### config.mk
export PLATFORM = sky130hd
export DESIGN_NAME = rso_reset_ctrl
export DESIGN_NICKNAME = d
export VERILOG_FILES = /design/src/pkg/rso_pkg.sv /design/src/logic/rso_sync2.sv /design/src/logic/rso_timer.sv /design/src/logic/rso_reset_ctrl.sv
export SDC_FILE = /design/constraint.sdc
export NUM_CORES = 1
export LEC_CHECK = 0
export ABC_AREA = 0
export CAP_MARGIN = 10
export CORE_MARGIN = 2
export CORE_UTILIZATION = 55
export CTS_BUF_LIST = sky130_fd_sc_hd__clkbuf_4
export DETAILED_ROUTE_END_ITERATION = 7
export DONT_BUFFER_PORTS = 1
export HOLD_SLACK_MARGIN = 0.08
export PLACE_DENSITY = 0.85
export RECOVER_POWER = 50
export SLEW_MARGIN = 0
export SYNTH_ARGS = -nofsm -noshare
export SYNTH_HDL_FRONTEND = slang
export SYNTH_SLANG_ARGS = --single-unit
### constraint.sdc
create_clock -name clk_i -period 1.8 [get_ports clk_i]
set_input_delay 0.18 -clock clk_i [delete_from_list [all_inputs] [get_ports clk_i]]
set_output_delay 0.18 -clock clk_i [all_outputs]
set_load 0.02 [all_outputs]
### src/pkg/rso_pkg.sv
// Constants and types shared by the reset output and soft reset block.
// Operation
// RULE_01 - Supply undervoltage is a reset event
// RULE_02 - Filter, hold while present, then delay release
// RULE_03 - Power-up holds low until supply rises
// RULE_04 - Watchdog trigger failure also asserts reset
// RULE_05 - Threshold selectable, defaults to first choice
// RULE_06 - Mode value 11 returns to init mode
// RULE_07 - Soft reset restores all register defaults
// RULE_08 - Default pin select pulses reset output
// RULE_09 - Alternate pin select keeps output high
// RULE_10 - Soft reset accepted only in normal/stop
// RULE_11 - Watchdog reset: restart/fail-safe, count failures
// RULE_12 - Acts at frame end; times in oscillator cycles
package rso_pkg;

  // Clock period of the internal oscillator domain.
  localparam int CLK_PERIOD_NS = 10;

  // reset_filter_time, a least time, so it rounds up.
  localparam int FILTER_TIME_NS = 10000;
  localparam int FILTER_CYCLES =
    (FILTER_TIME_NS + CLK_PERIOD_NS - 1) / CLK_PERIOD_NS;

  // reset_delay_time, a least time, so it rounds up.
  localparam int DELAY_TIME_US = 10000;
  localparam int DELAY_CYCLES =
    (DELAY_TIME_US * 1000 + CLK_PERIOD_NS - 1) / CLK_PERIOD_NS;

  // Codes of the operating-mode field.
  localparam logic [1:0] MODE_CODE_NORMAL = 2'h0;
  localparam logic [1:0] MODE_CODE_SLEEP = 2'h1;
  localparam logic [1:0] MODE_CODE_STOP = 2'h2;
  localparam logic [1:0] MODE_CODE_SOFT_RESET = 2'h3;

  // Register defaults and the fail-count ceiling.
  localparam logic [1:0] THR_SEL_RESET = 2'h0;
  localparam logic PIN_SEL_RESET = 1'b0;
  localparam logic [1:0] WATCHDOG_FAIL_COUNT_RESET = 2'h0;
  localparam logic [1:0] WATCHDOG_FAIL_COUNT_MAX = 2'h2;

  // Device operating modes, one-hot.
  typedef enum logic [5:0] {
    MODE_INIT = 6'h01,
    MODE_NORMAL = 6'h02,
    MODE_STOP = 6'h04,
    MODE_SLEEP = 6'h08,
    MODE_RESTART = 6'h10,
    MODE_FAILSAFE = 6'h20
  } rso_mode_t;

endpackage

### src/logic/rso_sync2.sv
// Two flip-flop synchroniser for a level from outside the clock domain.
`timescale 1ns/10ps
`default_nettype none
module rso_sync2 #(
  parameter logic RST_VAL = 1'b0
) (
  input wire logic clk_i,
  input wire logic sys_rst_i,
  input wire logic d_i,
  output logic q_o
);

  logic meta_reg;

  // Only the second stage is visible; the first may be metastable.
  always_ff @(posedge clk_i)
  begin
    if (sys_rst_i)
    begin
      meta_reg <= RST_VAL;
      q_o <= RST_VAL;
    end
    else
    begin
      meta_reg <= d_i;
      q_o <= meta_reg;
    end
  end

endmodule // rso_sync2
`default_nettype wire

### src/logic/rso_timer.sv
// Saturating cycle counter that reports when a time has elapsed.
`timescale 1ns/10ps
`default_nettype none
module rso_timer #(
  parameter int LIMIT = 1000
) (
  input wire logic clk_i,
  input wire logic sys_rst_i,
  input wire logic run_i,
  output logic done_o
);

  localparam int W = $clog2(LIMIT + 1);
  localparam logic [W-1:0] LIM = W'(LIMIT);

  logic [W-1:0] cnt_reg;
  logic [W-1:0] cnt_next;

  // Counting restarts from zero whenever the run condition drops.
  assign cnt_next = !run_i ? '0 : (cnt_reg == LIM) ? cnt_reg
                  : cnt_reg + W'(1);
  assign done_o = run_i && (cnt_reg == LIM);

  always_ff @(posedge clk_i)
  begin
    if (sys_rst_i)
      cnt_reg <= '0;
    else
      cnt_reg <= cnt_next;
  end

endmodule // rso_timer
`default_nettype wire

### src/logic/rso_reset_ctrl.sv
// Reset output generator with soft reset and watchdog failure handling.
`timescale 1ns/10ps
`default_nettype none
module rso_reset_ctrl
  import rso_pkg::*;
#(
  parameter int FILTER_LEN = FILTER_CYCLES,
  parameter int DELAY_LEN = DELAY_CYCLES
) (
  input wire logic clk_i,
  input wire logic sys_rst_i,
  input wire logic uv_below_i,
  input wire logic watchdog_fail_count_i,
  input wire logic wd_trig_ok_i,
  input wire logic wd_failsafe_cfg_i,
  input wire logic spi_cs_n_i,
  input wire logic mode_wr_i,
  input wire logic [1:0] mode_val_i,
  input wire logic cfg_wr_i,
  input wire logic [1:0] cfg_thr_i,
  input wire logic cfg_pin_sel_i,
  output logic reset_out_n_o,
  output logic [1:0] thr_sel_o,
  output logic soft_pin_sel_o,
  output rso_mode_t mode_o,
  output logic [1:0] watchdog_fail_count_o,
  output logic regs_default_o
);

  logic uv_s;
  logic cs_s;
  logic cs_d_reg;
  logic por_hold_reg;
  logic reset_out_n_reg;
  logic mode_pend_reg;
  logic [1:0] mode_pend_val_reg;
  logic [1:0] thr_sel_reg;
  logic pin_sel_reg;
  logic [1:0] wd_cnt_reg;
  logic [1:0] wd_cnt_next;
  logic regs_default_reg;
  rso_mode_t mode_reg;
  rso_mode_t mode_next;
  logic uv_flt;
  logic dly_done;
  logic cs_rise;
  logic frame_end;
  logic soft_ok_mode;
  logic soft_exec;
  logic soft_pin_evt;
  logic hold_req;
  logic dly_run;

  // Pins from outside the clock domain are synchronised first.
  rso_sync2 #(.RST_VAL(1'b1)) u_uv_sync (
    .clk_i(clk_i),
    .sys_rst_i(sys_rst_i),
    .d_i(uv_below_i),
    .q_o(uv_s)
  );

  rso_sync2 #(.RST_VAL(1'b1)) u_cs_sync (
    .clk_i(clk_i),
    .sys_rst_i(sys_rst_i),
    .d_i(spi_cs_n_i),
    .q_o(cs_s)
  );

  // The undervoltage must persist for the filter time to count.
  rso_timer #(.LIMIT(FILTER_LEN)) u_filter (
    .clk_i(clk_i),
    .sys_rst_i(sys_rst_i),
    .run_i(uv_s), // RULE_01
    .done_o(uv_flt) // RULE_02
  );

  // The release delay runs only while low and with no event present.
  rso_timer #(.LIMIT(DELAY_LEN)) u_delay (
    .clk_i(clk_i),
    .sys_rst_i(sys_rst_i),
    .run_i(dly_run),
    .done_o(dly_done)
  );

  // Mode commands act only when the frame that carried them has ended.
  assign cs_rise = cs_s && !cs_d_reg;
  assign frame_end = cs_rise && mode_pend_reg; // RULE_12
  assign soft_ok_mode = (mode_reg == MODE_NORMAL)
                      || (mode_reg == MODE_STOP); // RULE_10
  assign soft_exec = frame_end && soft_ok_mode
                   && (mode_pend_val_reg == MODE_CODE_SOFT_RESET); // RULE_06
  assign soft_pin_evt = soft_exec && !pin_sel_reg; // RULE_08 RULE_09

  // Any event holds the output low; the watchdog bypasses the filter.
  assign hold_req = uv_flt || por_hold_reg || watchdog_fail_count_i // RULE_04
                  || soft_pin_evt; // RULE_02
  assign dly_run = !reset_out_n_reg && !hold_req; // RULE_02

  // Next fail count: a new failure wins over a clear in the same cycle.
  assign wd_cnt_next = watchdog_fail_count_i
                     ? ((wd_cnt_reg < WATCHDOG_FAIL_COUNT_MAX)
                        ? wd_cnt_reg + 2'h1 : wd_cnt_reg) // RULE_11
                     : (wd_trig_ok_i || soft_exec)
                     ? WATCHDOG_FAIL_COUNT_RESET : wd_cnt_reg;

  // Mode sequencing; a watchdog failure outranks any command.
  always_comb
  begin
    mode_next = mode_reg;
    if (watchdog_fail_count_i)
      mode_next = wd_failsafe_cfg_i ? MODE_FAILSAFE
                                    : MODE_RESTART; // RULE_11
    else if (soft_exec)
      mode_next = MODE_INIT; // RULE_06
    else if (frame_end)
    begin
      case (mode_reg)
        MODE_INIT:
          if (mode_pend_val_reg == MODE_CODE_NORMAL)
            mode_next = MODE_NORMAL;
        MODE_NORMAL, MODE_STOP:
          if (mode_pend_val_reg == MODE_CODE_NORMAL)
            mode_next = MODE_NORMAL;
          else if (mode_pend_val_reg == MODE_CODE_SLEEP)
            mode_next = MODE_SLEEP;
          else if (mode_pend_val_reg == MODE_CODE_STOP
                   && mode_reg == MODE_NORMAL)
            mode_next = MODE_STOP;
        default:
          mode_next = mode_reg;
      endcase
    end
    else if (mode_reg == MODE_RESTART && dly_done)
      mode_next = MODE_NORMAL;
  end

  // Reset output and power-up hold.
  always_ff @(posedge clk_i)
  begin
    if (sys_rst_i)
    begin
      por_hold_reg <= 1'b1;
      reset_out_n_reg <= 1'b0;
    end
    else
    begin
      if (!uv_s)
        por_hold_reg <= 1'b0; // RULE_03
      if (hold_req)
        reset_out_n_reg <= 1'b0; // RULE_02
      else if (dly_done)
        reset_out_n_reg <= 1'b1; // RULE_02
    end
  end

  // Pending mode command; a write in the closing cycle is kept.
  always_ff @(posedge clk_i)
  begin
    if (sys_rst_i)
    begin
      cs_d_reg <= 1'b1;
      mode_pend_reg <= 1'b0;
      mode_pend_val_reg <= MODE_CODE_NORMAL;
    end
    else
    begin
      cs_d_reg <= cs_s;
      if (mode_wr_i)
      begin
        mode_pend_reg <= 1'b1;
        mode_pend_val_reg <= mode_val_i;
      end
      else if (cs_rise)
        mode_pend_reg <= 1'b0;
    end
  end

  // Configuration; a soft reset overrides a write in the same cycle.
  always_ff @(posedge clk_i)
  begin
    if (sys_rst_i || soft_exec)
    begin
      thr_sel_reg <= THR_SEL_RESET; // RULE_05 RULE_07
      pin_sel_reg <= PIN_SEL_RESET; // RULE_07
    end
    else if (cfg_wr_i)
    begin
      thr_sel_reg <= cfg_thr_i; // RULE_05
      pin_sel_reg <= cfg_pin_sel_i;
    end
  end

  // Mode, fail count and register-default pulse.
  always_ff @(posedge clk_i)
  begin
    if (sys_rst_i)
    begin
      mode_reg <= MODE_INIT;
      wd_cnt_reg <= WATCHDOG_FAIL_COUNT_RESET;
      regs_default_reg <= 1'b0;
    end
    else
    begin
      mode_reg <= mode_next;
      wd_cnt_reg <= wd_cnt_next;
      regs_default_reg <= soft_exec; // RULE_07
    end
  end

  assign reset_out_n_o = reset_out_n_reg;
  assign thr_sel_o = thr_sel_reg;
  assign soft_pin_sel_o = pin_sel_reg;
  assign mode_o = mode_reg;
  assign watchdog_fail_count_o = wd_cnt_reg;
  assign regs_default_o = regs_default_reg;

  // Own count of how long the synced undervoltage has stood high, so that
  // the filter check does not lean on the timer that it is checking.
  logic [31:0] uv_age_reg;

  always_ff @(posedge clk_i)
  begin
    if (sys_rst_i || !uv_s)
      uv_age_reg <= 32'h0;
    else if (uv_age_reg < 32'(FILTER_LEN))
      uv_age_reg <= uv_age_reg + 32'h1;
  end
endmodule // rso_reset_ctrl
`default_nettype wire

# Word-level counts from Yosys, hierarchy flattened
# Cells that the tools add are included.
[totals]
reg_bits = 52
out_inout_bits = 13
in_bits = 14
elab_cells = 80
[op_classes]
n_mux = 15
magnitude_cmp = 1
bitwise_logic = 2
eq_ne = 13
n_addsub = 3
n_reduce_logical = 30
[ops]
columns = ["operator", "count"]
rows = [
  ["$mux W6", 9],
  ["$add A20 B1 Y20 const B", 1],
  ["$eq A20 B20 Y1 const B", 1],
  ["$pmux W6 S2", 1],
  ["$add A10 B1 Y10 const B", 1],
  ["$eq A10 B10 Y1 const B", 1],
  ["$logic_and A1 B1 Y1", 10],
  ["$reduce_or A2 Y1", 4],
  ["$ne A7 B7 Y1 const B", 1],
  ["$eq A6 B1 Y1 const B", 1],
  ["$eq A6 B2 Y1 const B", 1],
  ["$eq A6 B3 Y1 const B", 1],
  ["$eq A6 B5 Y1 const B", 1],
  ["$logic_or A1 B1 Y1", 6],
  ["$mux W2", 3],
  ["$ne A5 B2 Y1 const B", 1],
  ["$ne A5 B5 Y1 const B", 1],
  ["$eq A2 B2 Y1 const B", 2],
  ["$logic_not A1 Y1", 4],
  ["$reduce_and A4 Y1", 1],
  ["$reduce_bool A2 Y1", 2],
  ["$reduce_bool A4 Y1", 1],
  ["$add A2 B1 Y2 const B", 1],
  ["$eq A2 B1 Y1 const B", 1],
  ["6 further kinds", 8],
]

# Depth between registers and ports, before layout
# Gate-level depths: netlist (run 1).
[depth]
ltp_word = 15
mapped_depth = 8

# Cells and area by module
# From an unflattened synthesis (run 1), not the netlist that was laid out.
[unflattened]
cells_unflattened = 274
hier_area_um2 = 2459.9
[modules_own_cells]
columns = ["mod", "cells_per_inst", "n_inst", "area_per_inst_um2"]
rows = [
  ["rso_timer (u_delay)", 117, 1, 1013.5],
  ["rso_reset_ctrl", 91, 1, 837.1],
  ["rso_timer (u_filter)", 58, 1, 504.2],
  ["rso_sync2", 4, 2, 52.6],
]

# Worst setup path after synthesis (run 1)
# OpenSTA, ideal clock, no wires.
[synth_path]
path_type = "register to register"
start = "register mode_reg[3], in the netlist mode_o[3]"
end = "register wd_cnt_reg[0], in the netlist watchdog_fail_count_o[0]"
t_arrival_ns = 1.667
required_time_ns = 1.672
setup_slack_ns = 0.005
period_less_slack_ns = 1.795
path_buffers = 1
path_stages_with_launch = 8
cell_sequence = "dfxtp_1 -> nor3_2 -> nor3b_2 -> and3_1 -> clkbuf_1 -> o31ai_1 -> a22oi_1 -> nor2_1"
[synth_via]
elab_chain_len = 7
[synth_lines]
columns = ["item", "line_no", "rtl"]
rows = [
  ["start: declaration", "rso_reset_ctrl.sv:42", "rso_mode_t mode_reg;"],
  ["start signal: assignment", "rso_reset_ctrl.sv:204", "mode_reg <= mode_next;"],
  ["$eq A6 B2 Y1 or $eq A6 B3 Y1 (tied branches)", "rso_reset_ctrl.sv:88, rso_reset_ctrl.sv:89", ""],
  ["$logic_or A1 B1 Y1 *", "rso_reset_ctrl.sv:89", "|| (mode_reg == MODE_STOP);"],
  ["$logic_and A1 B1 Y1 *", "rso_reset_ctrl.sv:90", "assign soft_exec = frame_end && soft_ok_mode"],
  ["$logic_and A1 B1 Y1 *", "rso_reset_ctrl.sv:91", "&& (mode_pend_val_reg == MODE_CODE_SOFT_RESET);"],
  ["$logic_or A1 B1 Y1 *", "rso_reset_ctrl.sv:103", ": (wd_trig_ok_i || soft_exec)"],
  ["$reduce_bool A2 Y1 (no line) *", "-", ""],
  ["$reduce_and A2 Y1 (no line) *", "-", ""],
  ["end signal: assignment", "rso_reset_ctrl.sv:205", "wd_cnt_reg <= wd_cnt_next;"],
  ["end: declaration", "rso_reset_ctrl.sv:39", "logic [1:0] wd_cnt_reg;"],
]
# Mark *: on every way between the ends. The rest lies on a longest branch, timed or not.
# A chain may end at the register's enable or synchronous reset.

# Worst setup path in the final report (run 1)
[layout_path]
start = "register u_delay.cnt_reg[3]"
end = "register mode_reg[1], in the netlist mode_o[1]"
[layout_via]
elab_chain_len = 5
[layout_lines]
columns = ["item", "line_no", "rtl"]
rows = [
  ["start: declaration", "rso_timer.sv:16", "logic [W-1:0] cnt_reg;"],
  ["start signal: assignment", "rso_timer.sv:29", "cnt_reg <= cnt_next;"],
  ["$eq A20 B20 Y1", "rso_timer.sv:22", "assign done_o = run_i && (cnt_reg == LIM);"],
  ["$logic_and A1 B1 Y1", "rso_timer.sv:22", ""],
  ["$logic_and A1 B1 Y1", "rso_reset_ctrl.sv:133", "else if (mode_reg == MODE_RESTART && dly_done)"],
  ["$reduce_bool A4 Y1 (no line)", "-", ""],
  ["$reduce_and A4 Y1 (no line)", "-", ""],
]
# No other way between the ends.

==> results.sh, run 1 <==
export IMPL_status="finished, violations left"
export IMPL_violations="negative hold slack, negative setup slack"
export IMPL_synth_nets=286
export IMPL_postLayoutCellArea_um2=3055
export IMPL_dominantRegCellSynth="dfxtp_1"
export IMPL_skew_ns=0.01544
export IMPL_die_y_um=70.02
export IMPL_avgSynthCellArea_um2=8.945
export IMPL_slowest_delay_ns=0.35
export IMPL_cp_max_fo=6
export IMPL_grt_usage_pct=23.50
export IMPL_synth_top_area_share_pct=43.42
export IMPL_ys_ff_latch=52
export IMPL_holdWs_ns=-0.1536
export IMPL_yosys_warnings=0
export IMPL_dp_hpwl_mm=3.439
export IMPL_multiInputGateArea_um2=1449
export IMPL_port_buffers=0
export IMPL_clkSlewWorstSetupHoldPaths_ns=0.15
export IMPL_largest_register_ffs=20
export IMPL_insertion_delay_ns=0.37
export IMPL_cts_sinks=52
export IMPL_grt_max_degree=29
export IMPL_setup_violations=19
export IMPL_ant_nets=0
export IMPL_antenna_found_initial=0
export IMPL_synth_edff_count=0
export IMPL_finalHoldViolations=12
export IMPL_setup_tns_ns=-0.4298
export IMPL_fin_ws_ns=-0.08349
export IMPL_die_w_um=70.02
export IMPL_drc=0
export IMPL_vias=2210
export IMPL_period_share_pct=104.6
export IMPL_yosysSeqAreaShare_pct=43.42
export IMPL_rsz0062_at_grt="true"
export IMPL_fillCellCount=297
export IMPL_hold_path_class="primary input to flip-flop"
export IMPL_dr_pass1_iters=5
export IMPL_crit_slowest_cell="dfxtp_2"
export IMPL_synthTopCellsByCount="52 x dfxtp_1, 43 x nor2_1, 18 x nand2_1"
export IMPL_place_area_um2=2676
export IMPL_synth_area_top_cells="dfxtp_1 43%, nor2_1 6.7%, xor2_1 5.1%"
export IMPL_leakage_nw=1.118
export IMPL_place_gp_congestion=0.8912
export IMPL_detail_route_vias_per_cell=5.925
export IMPL_overflow=0
export IMPL_cts_buffers=5
export IMPL_synth_top_area_cell="dfxtp_1"
export IMPL_slew_headroom_pct=67.15
export IMPL_netlist_area_um2=2397
export IMPL_cts_tree="built"
export IMPL_num_rows=24
export IMPL_finalNetCount=339
export IMPL_wl_mm=6.496
export IMPL_initialDrtViolationCount=216
export IMPL_worst_pin_slew_ns=0.4910
export IMPL_cts_hold_buf=14
export IMPL_crit_chain="nor4_2 > nand2_1 > o311ai_4 > o311ai_4 > a2111o_1 > a21oi_1"
export IMPL_required_ns=2.11
export IMPL_htreeDepth=2
export IMPL_die_area_um2=4903
export IMPL_slew_violations=0
export IMPL_fmax_mhz=530.9
export IMPL_async_reset_ff_share_pct=0
export IMPL_crit_type="flip-flop to flip-flop"
export IMPL_coreArea_um2=4264
export IMPL_seq_area_um2=1052
export IMPL_cap_violations=0
export IMPL_initial_utilization_pct=56.22
export IMPL_drive_gt1_share_pct=29.28
export IMPL_worstSetupEndpointType="flip-flop"
export IMPL_antenna_cells=0
export IMPL_cpMostUsedCell="o311ai_4"
export IMPL_ir_drop_mv=0.3215
export IMPL_grt_pass1_vias=2115
export IMPL_synth_cells=268
export IMPL_io_pins=27
export IMPL_detail_route_wl_per_cell_um=17.42
export IMPL_critPathLaunchType="flip-flop"
export IMPL_grt_pass1_wl_mm=9.308
export IMPL_netlist_cell_type_count=46
export IMPL_arrival_ns=2.20
export IMPL_powerDensity_nw_per_um2=620.2
export IMPL_final_util_pct=71.65
export IMPL_root_buffer="clkbuf_4"
export IMPL_synth_most_common_cell="dfxtp_1"
export IMPL_area_delta_synth_final_pct=27.45
export IMPL_fin_crit_ns=1.883
export IMPL_clockBufferDepth=2
-- critical path, delay by kind of cell, from the launching register on --
family	cells	cell delay, ns
flip-flops	1	0.35
AND/OR/NAND/NOR	2	0.50
AO/OA/AOI/OAI	4	0.98
-- layer usage --
layer  global-route usage, %  part of all wire (%)  up-vias
met2                   41.06                    52      107
met5                       0                     0        -
li1                        -                     -     1032
met1                   27.82                    39     1051
met4                   9.188                   2.9        0
met3                   5.483                   5.8       20
-- worst paths after layout --
path              depth (start not counted)  slack, ns           startpoint                   to
setup / recovery                          6      -0.08   u_delay.cnt_reg[3]            mode_o[1]
hold / removal                            1      -0.15            sys_rst_i            mode_o[3]
hold reg to reg                           2       0.53  u_delay.cnt_reg[18]  u_delay.cnt_reg[18]
setup reg to reg                          6      -0.08   u_delay.cnt_reg[3]            mode_o[1]
-- cell families after synthesis --
group / count (synthesis) / synth area share [%]
muxes: 8 / 3.340
and+or+nand+nor: 128 / 27.92
AOI/OAI and AO/OA: 38 / 12.06
adders and majority gates: 4 / 2.088
buffers and inverters: 16 / 3.131
DFF: 52 / 43.42
xor gates and xnor gates: 22 / 8.038
-- layout make-up --
type                       count  area share (%)
clock buffer                   5           1.229
clock inverter                 2          0.2457
inverter                       9           1.106
multi-input combinational    203           47.42
sequential                    52           34.44
tap                           52           2.129
timing repair buffer          50           13.43
-- layout by cell type (no fill, tap or decap), types with 4 or more instances in the layout --
cell,count
xor2_1,12
dfxtp_1,43
dlygate4sd3_1,14
nand3_1,12
mux2i_1,8
nor3_1,8
nand2b_1,6
nor2_2,7
xnor2_1,7
or2_2,7
a21oi_1,12
dfxtp_2,9
and3_1,4
inv_1,7
nand4_1,4
or3_4,4
buf_4,34
o21ai_0,10
or3_1,5
nor2_1,34
clkbuf_4,5
nand2_1,17
-- where the power goes --
part | total (mW) | switching, mW | internal [mW] | leakage, nW
logic | 0.200 | 0.101 | 0.0991 | 0.665
clock network | 0.482 | 0.345 | 0.137 | 0.0261
registers | 1.21 | 0.0317 | 1.18 | 0.427
-- timing repair --
action	4_1_cts	5_1_grt
gates cloned	2	1
buffers inserted	0	2
hold endpoints to repair	37	32
setup endpoints to repair	24	28
gates resized for setup	8	35
pin swaps	4	14
-- metrics by stage --
stage / power (mW) / hold slack [ns] / worst slack, ns / cells
4_1_cts: 1.862 / -0.1468 / -0.007395 / 370
3_5_place_dp: 1.375 / 0.2541 / -0.02762 / 347
5_1_grt: 1.961 / -0.1690 / -0.1173 / 373
2_1_floorplan: 1.334 / 0.2516 / 0.005054 / 268
3_3_place_gp: 1.368 / 0.2515 / 0.03431 / 347
6_report: 1.895 / -0.1536 / -0.08349 / 373
No activity file was read; power rests on OpenSTA's default activity.
==> run 2, diff against run 1 <==
clock period = 1.5 ns   (was 1.8 ns; I/O delays follow)
==> results.sh, run 2 (synthesis results as in run 1) <==
export IMPL_drive_gt1_share_pct=42.02
export IMPL_num_rows=24
export IMPL_area_delta_synth_final_pct=42.48
export IMPL_detail_route_wl_per_cell_um=19.55
export IMPL_layout_commonest_cell="buf_4"
export IMPL_violations="negative hold slack, negative setup slack"
export IMPL_fin_ws_ns=-0.5060
export IMPL_port_buffers=0
export IMPL_htreeDepth=2
export IMPL_insertion_delay_ns=0.41
export IMPL_grt_usage_pct=27.70
export IMPL_cpLargestDelayFamily="compound AO/OA/AOI/OAI gates"
export IMPL_r2r_start="u_delay.cnt_reg[0]"
export IMPL_overflow=0
export IMPL_antenna_found_initial=0
export IMPL_critPathLaunchType="flip-flop"
export IMPL_seq_area_um2=1060
export IMPL_initial_utilization_pct=56.22
export IMPL_drc=0
export IMPL_root_buffer="clkbuf_4"
export IMPL_cp_max_fo=6
export IMPL_dr_pass1_iters=7
export IMPL_largest_register_ffs=20
export IMPL_holdPathEnd="reset_out_n_o"
export IMPL_io_pins=27
export IMPL_powerDensity_nw_per_um2=726.5
export IMPL_status="finished, violations left"
export IMPL_worst_pin_slew_ns=0.4245
export IMPL_cp_startpoint="u_delay.cnt_reg[0]"
export IMPL_finalHoldViolations=30
export IMPL_fillCellCount=224
export IMPL_rsz0062_at_grt="true"
export IMPL_cap_violations=0
export IMPL_power_mw=2.482
export IMPL_ant_nets=0
export IMPL_crit_chain="inv_2 > ha_4 > and4b_1 > nand3_2 > o311ai_4 > o311ai_4 > a2111o_1 > a21oi_1"
export IMPL_arrival_ns=2.34
export IMPL_antenna_cells=0
export IMPL_setup_violations=33
export IMPL_fin_crit_ns=2.006
export IMPL_grt_max_degree=29
export IMPL_coreArea_um2=4264
export IMPL_grt_pass1_wl_mm=10.79
export IMPL_ir_drop_mv=0.5144
export IMPL_cts_sinks=52
export IMPL_leakage_nw=1.340
export IMPL_rr_worst_depth=8
export IMPL_grt_pass1_vias=2342
export IMPL_die_w_um=70.02
export IMPL_layout_common_cells="70 x buf_4, 41 x dfxtp_1, 31 x nor2_1"
export IMPL_final_util_pct=80.11
export IMPL_r2r_slack_ns=-0.51
export IMPL_worstSetupEndpointType="flip-flop"
export IMPL_fmax_mhz=498.5
export IMPL_place_gp_congestion=0.8737
export IMPL_cts_buffers=5
export IMPL_finalNetCount=374
export IMPL_vias=2584
export IMPL_crit_type="flip-flop to flip-flop"
export IMPL_cp_buffers_inverters=1
export IMPL_hold_start="sys_rst_i"
export IMPL_clockBufferDepth=2
export IMPL_clkSlewWorstSetupHoldPaths_ns=0.19
export IMPL_detail_route_vias_per_cell=6.318
export IMPL_wl_mm=7.994
export IMPL_post_place_ws_ns=-0.2596
export IMPL_initialDrtViolationCount=361
export IMPL_required_ns=1.83
export IMPL_period_share_pct=133.7
export IMPL_holdWs_ns=-0.2194
export IMPL_slowest_delay_ns=0.36
export IMPL_hold_depth=1
export IMPL_cts_tree="built"
export IMPL_crit_slowest_cell="dfxtp_2"
export IMPL_r2r_end="mode_o[1]"
export IMPL_die_area_um2=4903
export IMPL_cpMostUsedCell="o311ai_4"
export IMPL_dp_hpwl_mm=4.045
export IMPL_skew_ns=0.03086
export IMPL_hold_path_class="primary input to flip-flop"
export IMPL_die_y_um=70.02
export IMPL_slew_violations=0
export IMPL_multiInputGateArea_um2=1519
export IMPL_slew_headroom_pct=71.70
## run 2: cell count changes in the layout (fill, tap and decap cells not counted), moves of 3 or more
cell,before,now
buf_4,34,70
nor2_2,7,11
nor2_1,34,31
ha_1,3,0
## run 2: final cells by class
type / instances / area share (%)
inverter: 9 / 0.9890
sequential: 52 / 31.03
timing repair buffer: 85 / 19.67
multi-input combinational: 203 / 44.47
tap: 52 / 1.905
clock inverter: 3 / 0.8425
clock buffer: 5 / 1.099
## run 2: worst register-to-register path, delay by kind of cell, from the launching register on
kind,cells,cell delay (ns)
AOI/OAI and AO/OA,4,1.03
adders and majority gates,1,0.13
buffers and inverters,1,0.08
DFF,1,0.36
and+or+nand+nor,2,0.34
## run 2: timing repair
item,in CTS,in global routing
endpoints found under the hold margin,42,34
setup endpoints to repair,34,37
pin swaps,4,10
hold buffers,12,1
cloned,2,1
gates resized for setup,12,37
setup buffers,3,8
## run 2: metal layers
layer	global-route usage, %	routed length [um]	vias up
met5	0	0	-
met4	12.18	512	0
met3	5.483	622	61
met2	49.74	3892	193
met1	31.66	2967	1222
li1	-	-	1108
## run 2: per-stage QoR
step	cells	instance area, um^2	setup TNS, ns
2_1_floorplan	268	2464	-2.767
3_3_place_gp	377	2967	-3.413
3_5_place_dp	377	2967	-4.690
4_1_cts	402	3244	-5.185
5_1_grt	409	3416	-9.260
6_report	409	3416	-7.783
## run 2: where the power goes
group	switching (mW)	internal, mW	leakage (nW)
Combinational	0.134	0.137	0.874
Clock	0.544	0.208	0.0381
Sequential	0.0429	1.42	0.428
Total	0.720	1.76	1.34
## run 2: worst max path at each step
stage                           end  slack (ns)  cells past startpoint
final                     mode_o[1]       -0.51                      8
after global routing      mode_o[1]       -0.48                      8
after CTS                 mode_o[1]       -0.31                      8
after detailed placement  mode_o[1]       -0.26                      8
after global placement    mode_o[1]       -0.19                      8
after floorplan           mode_o[1]       -0.17                      8
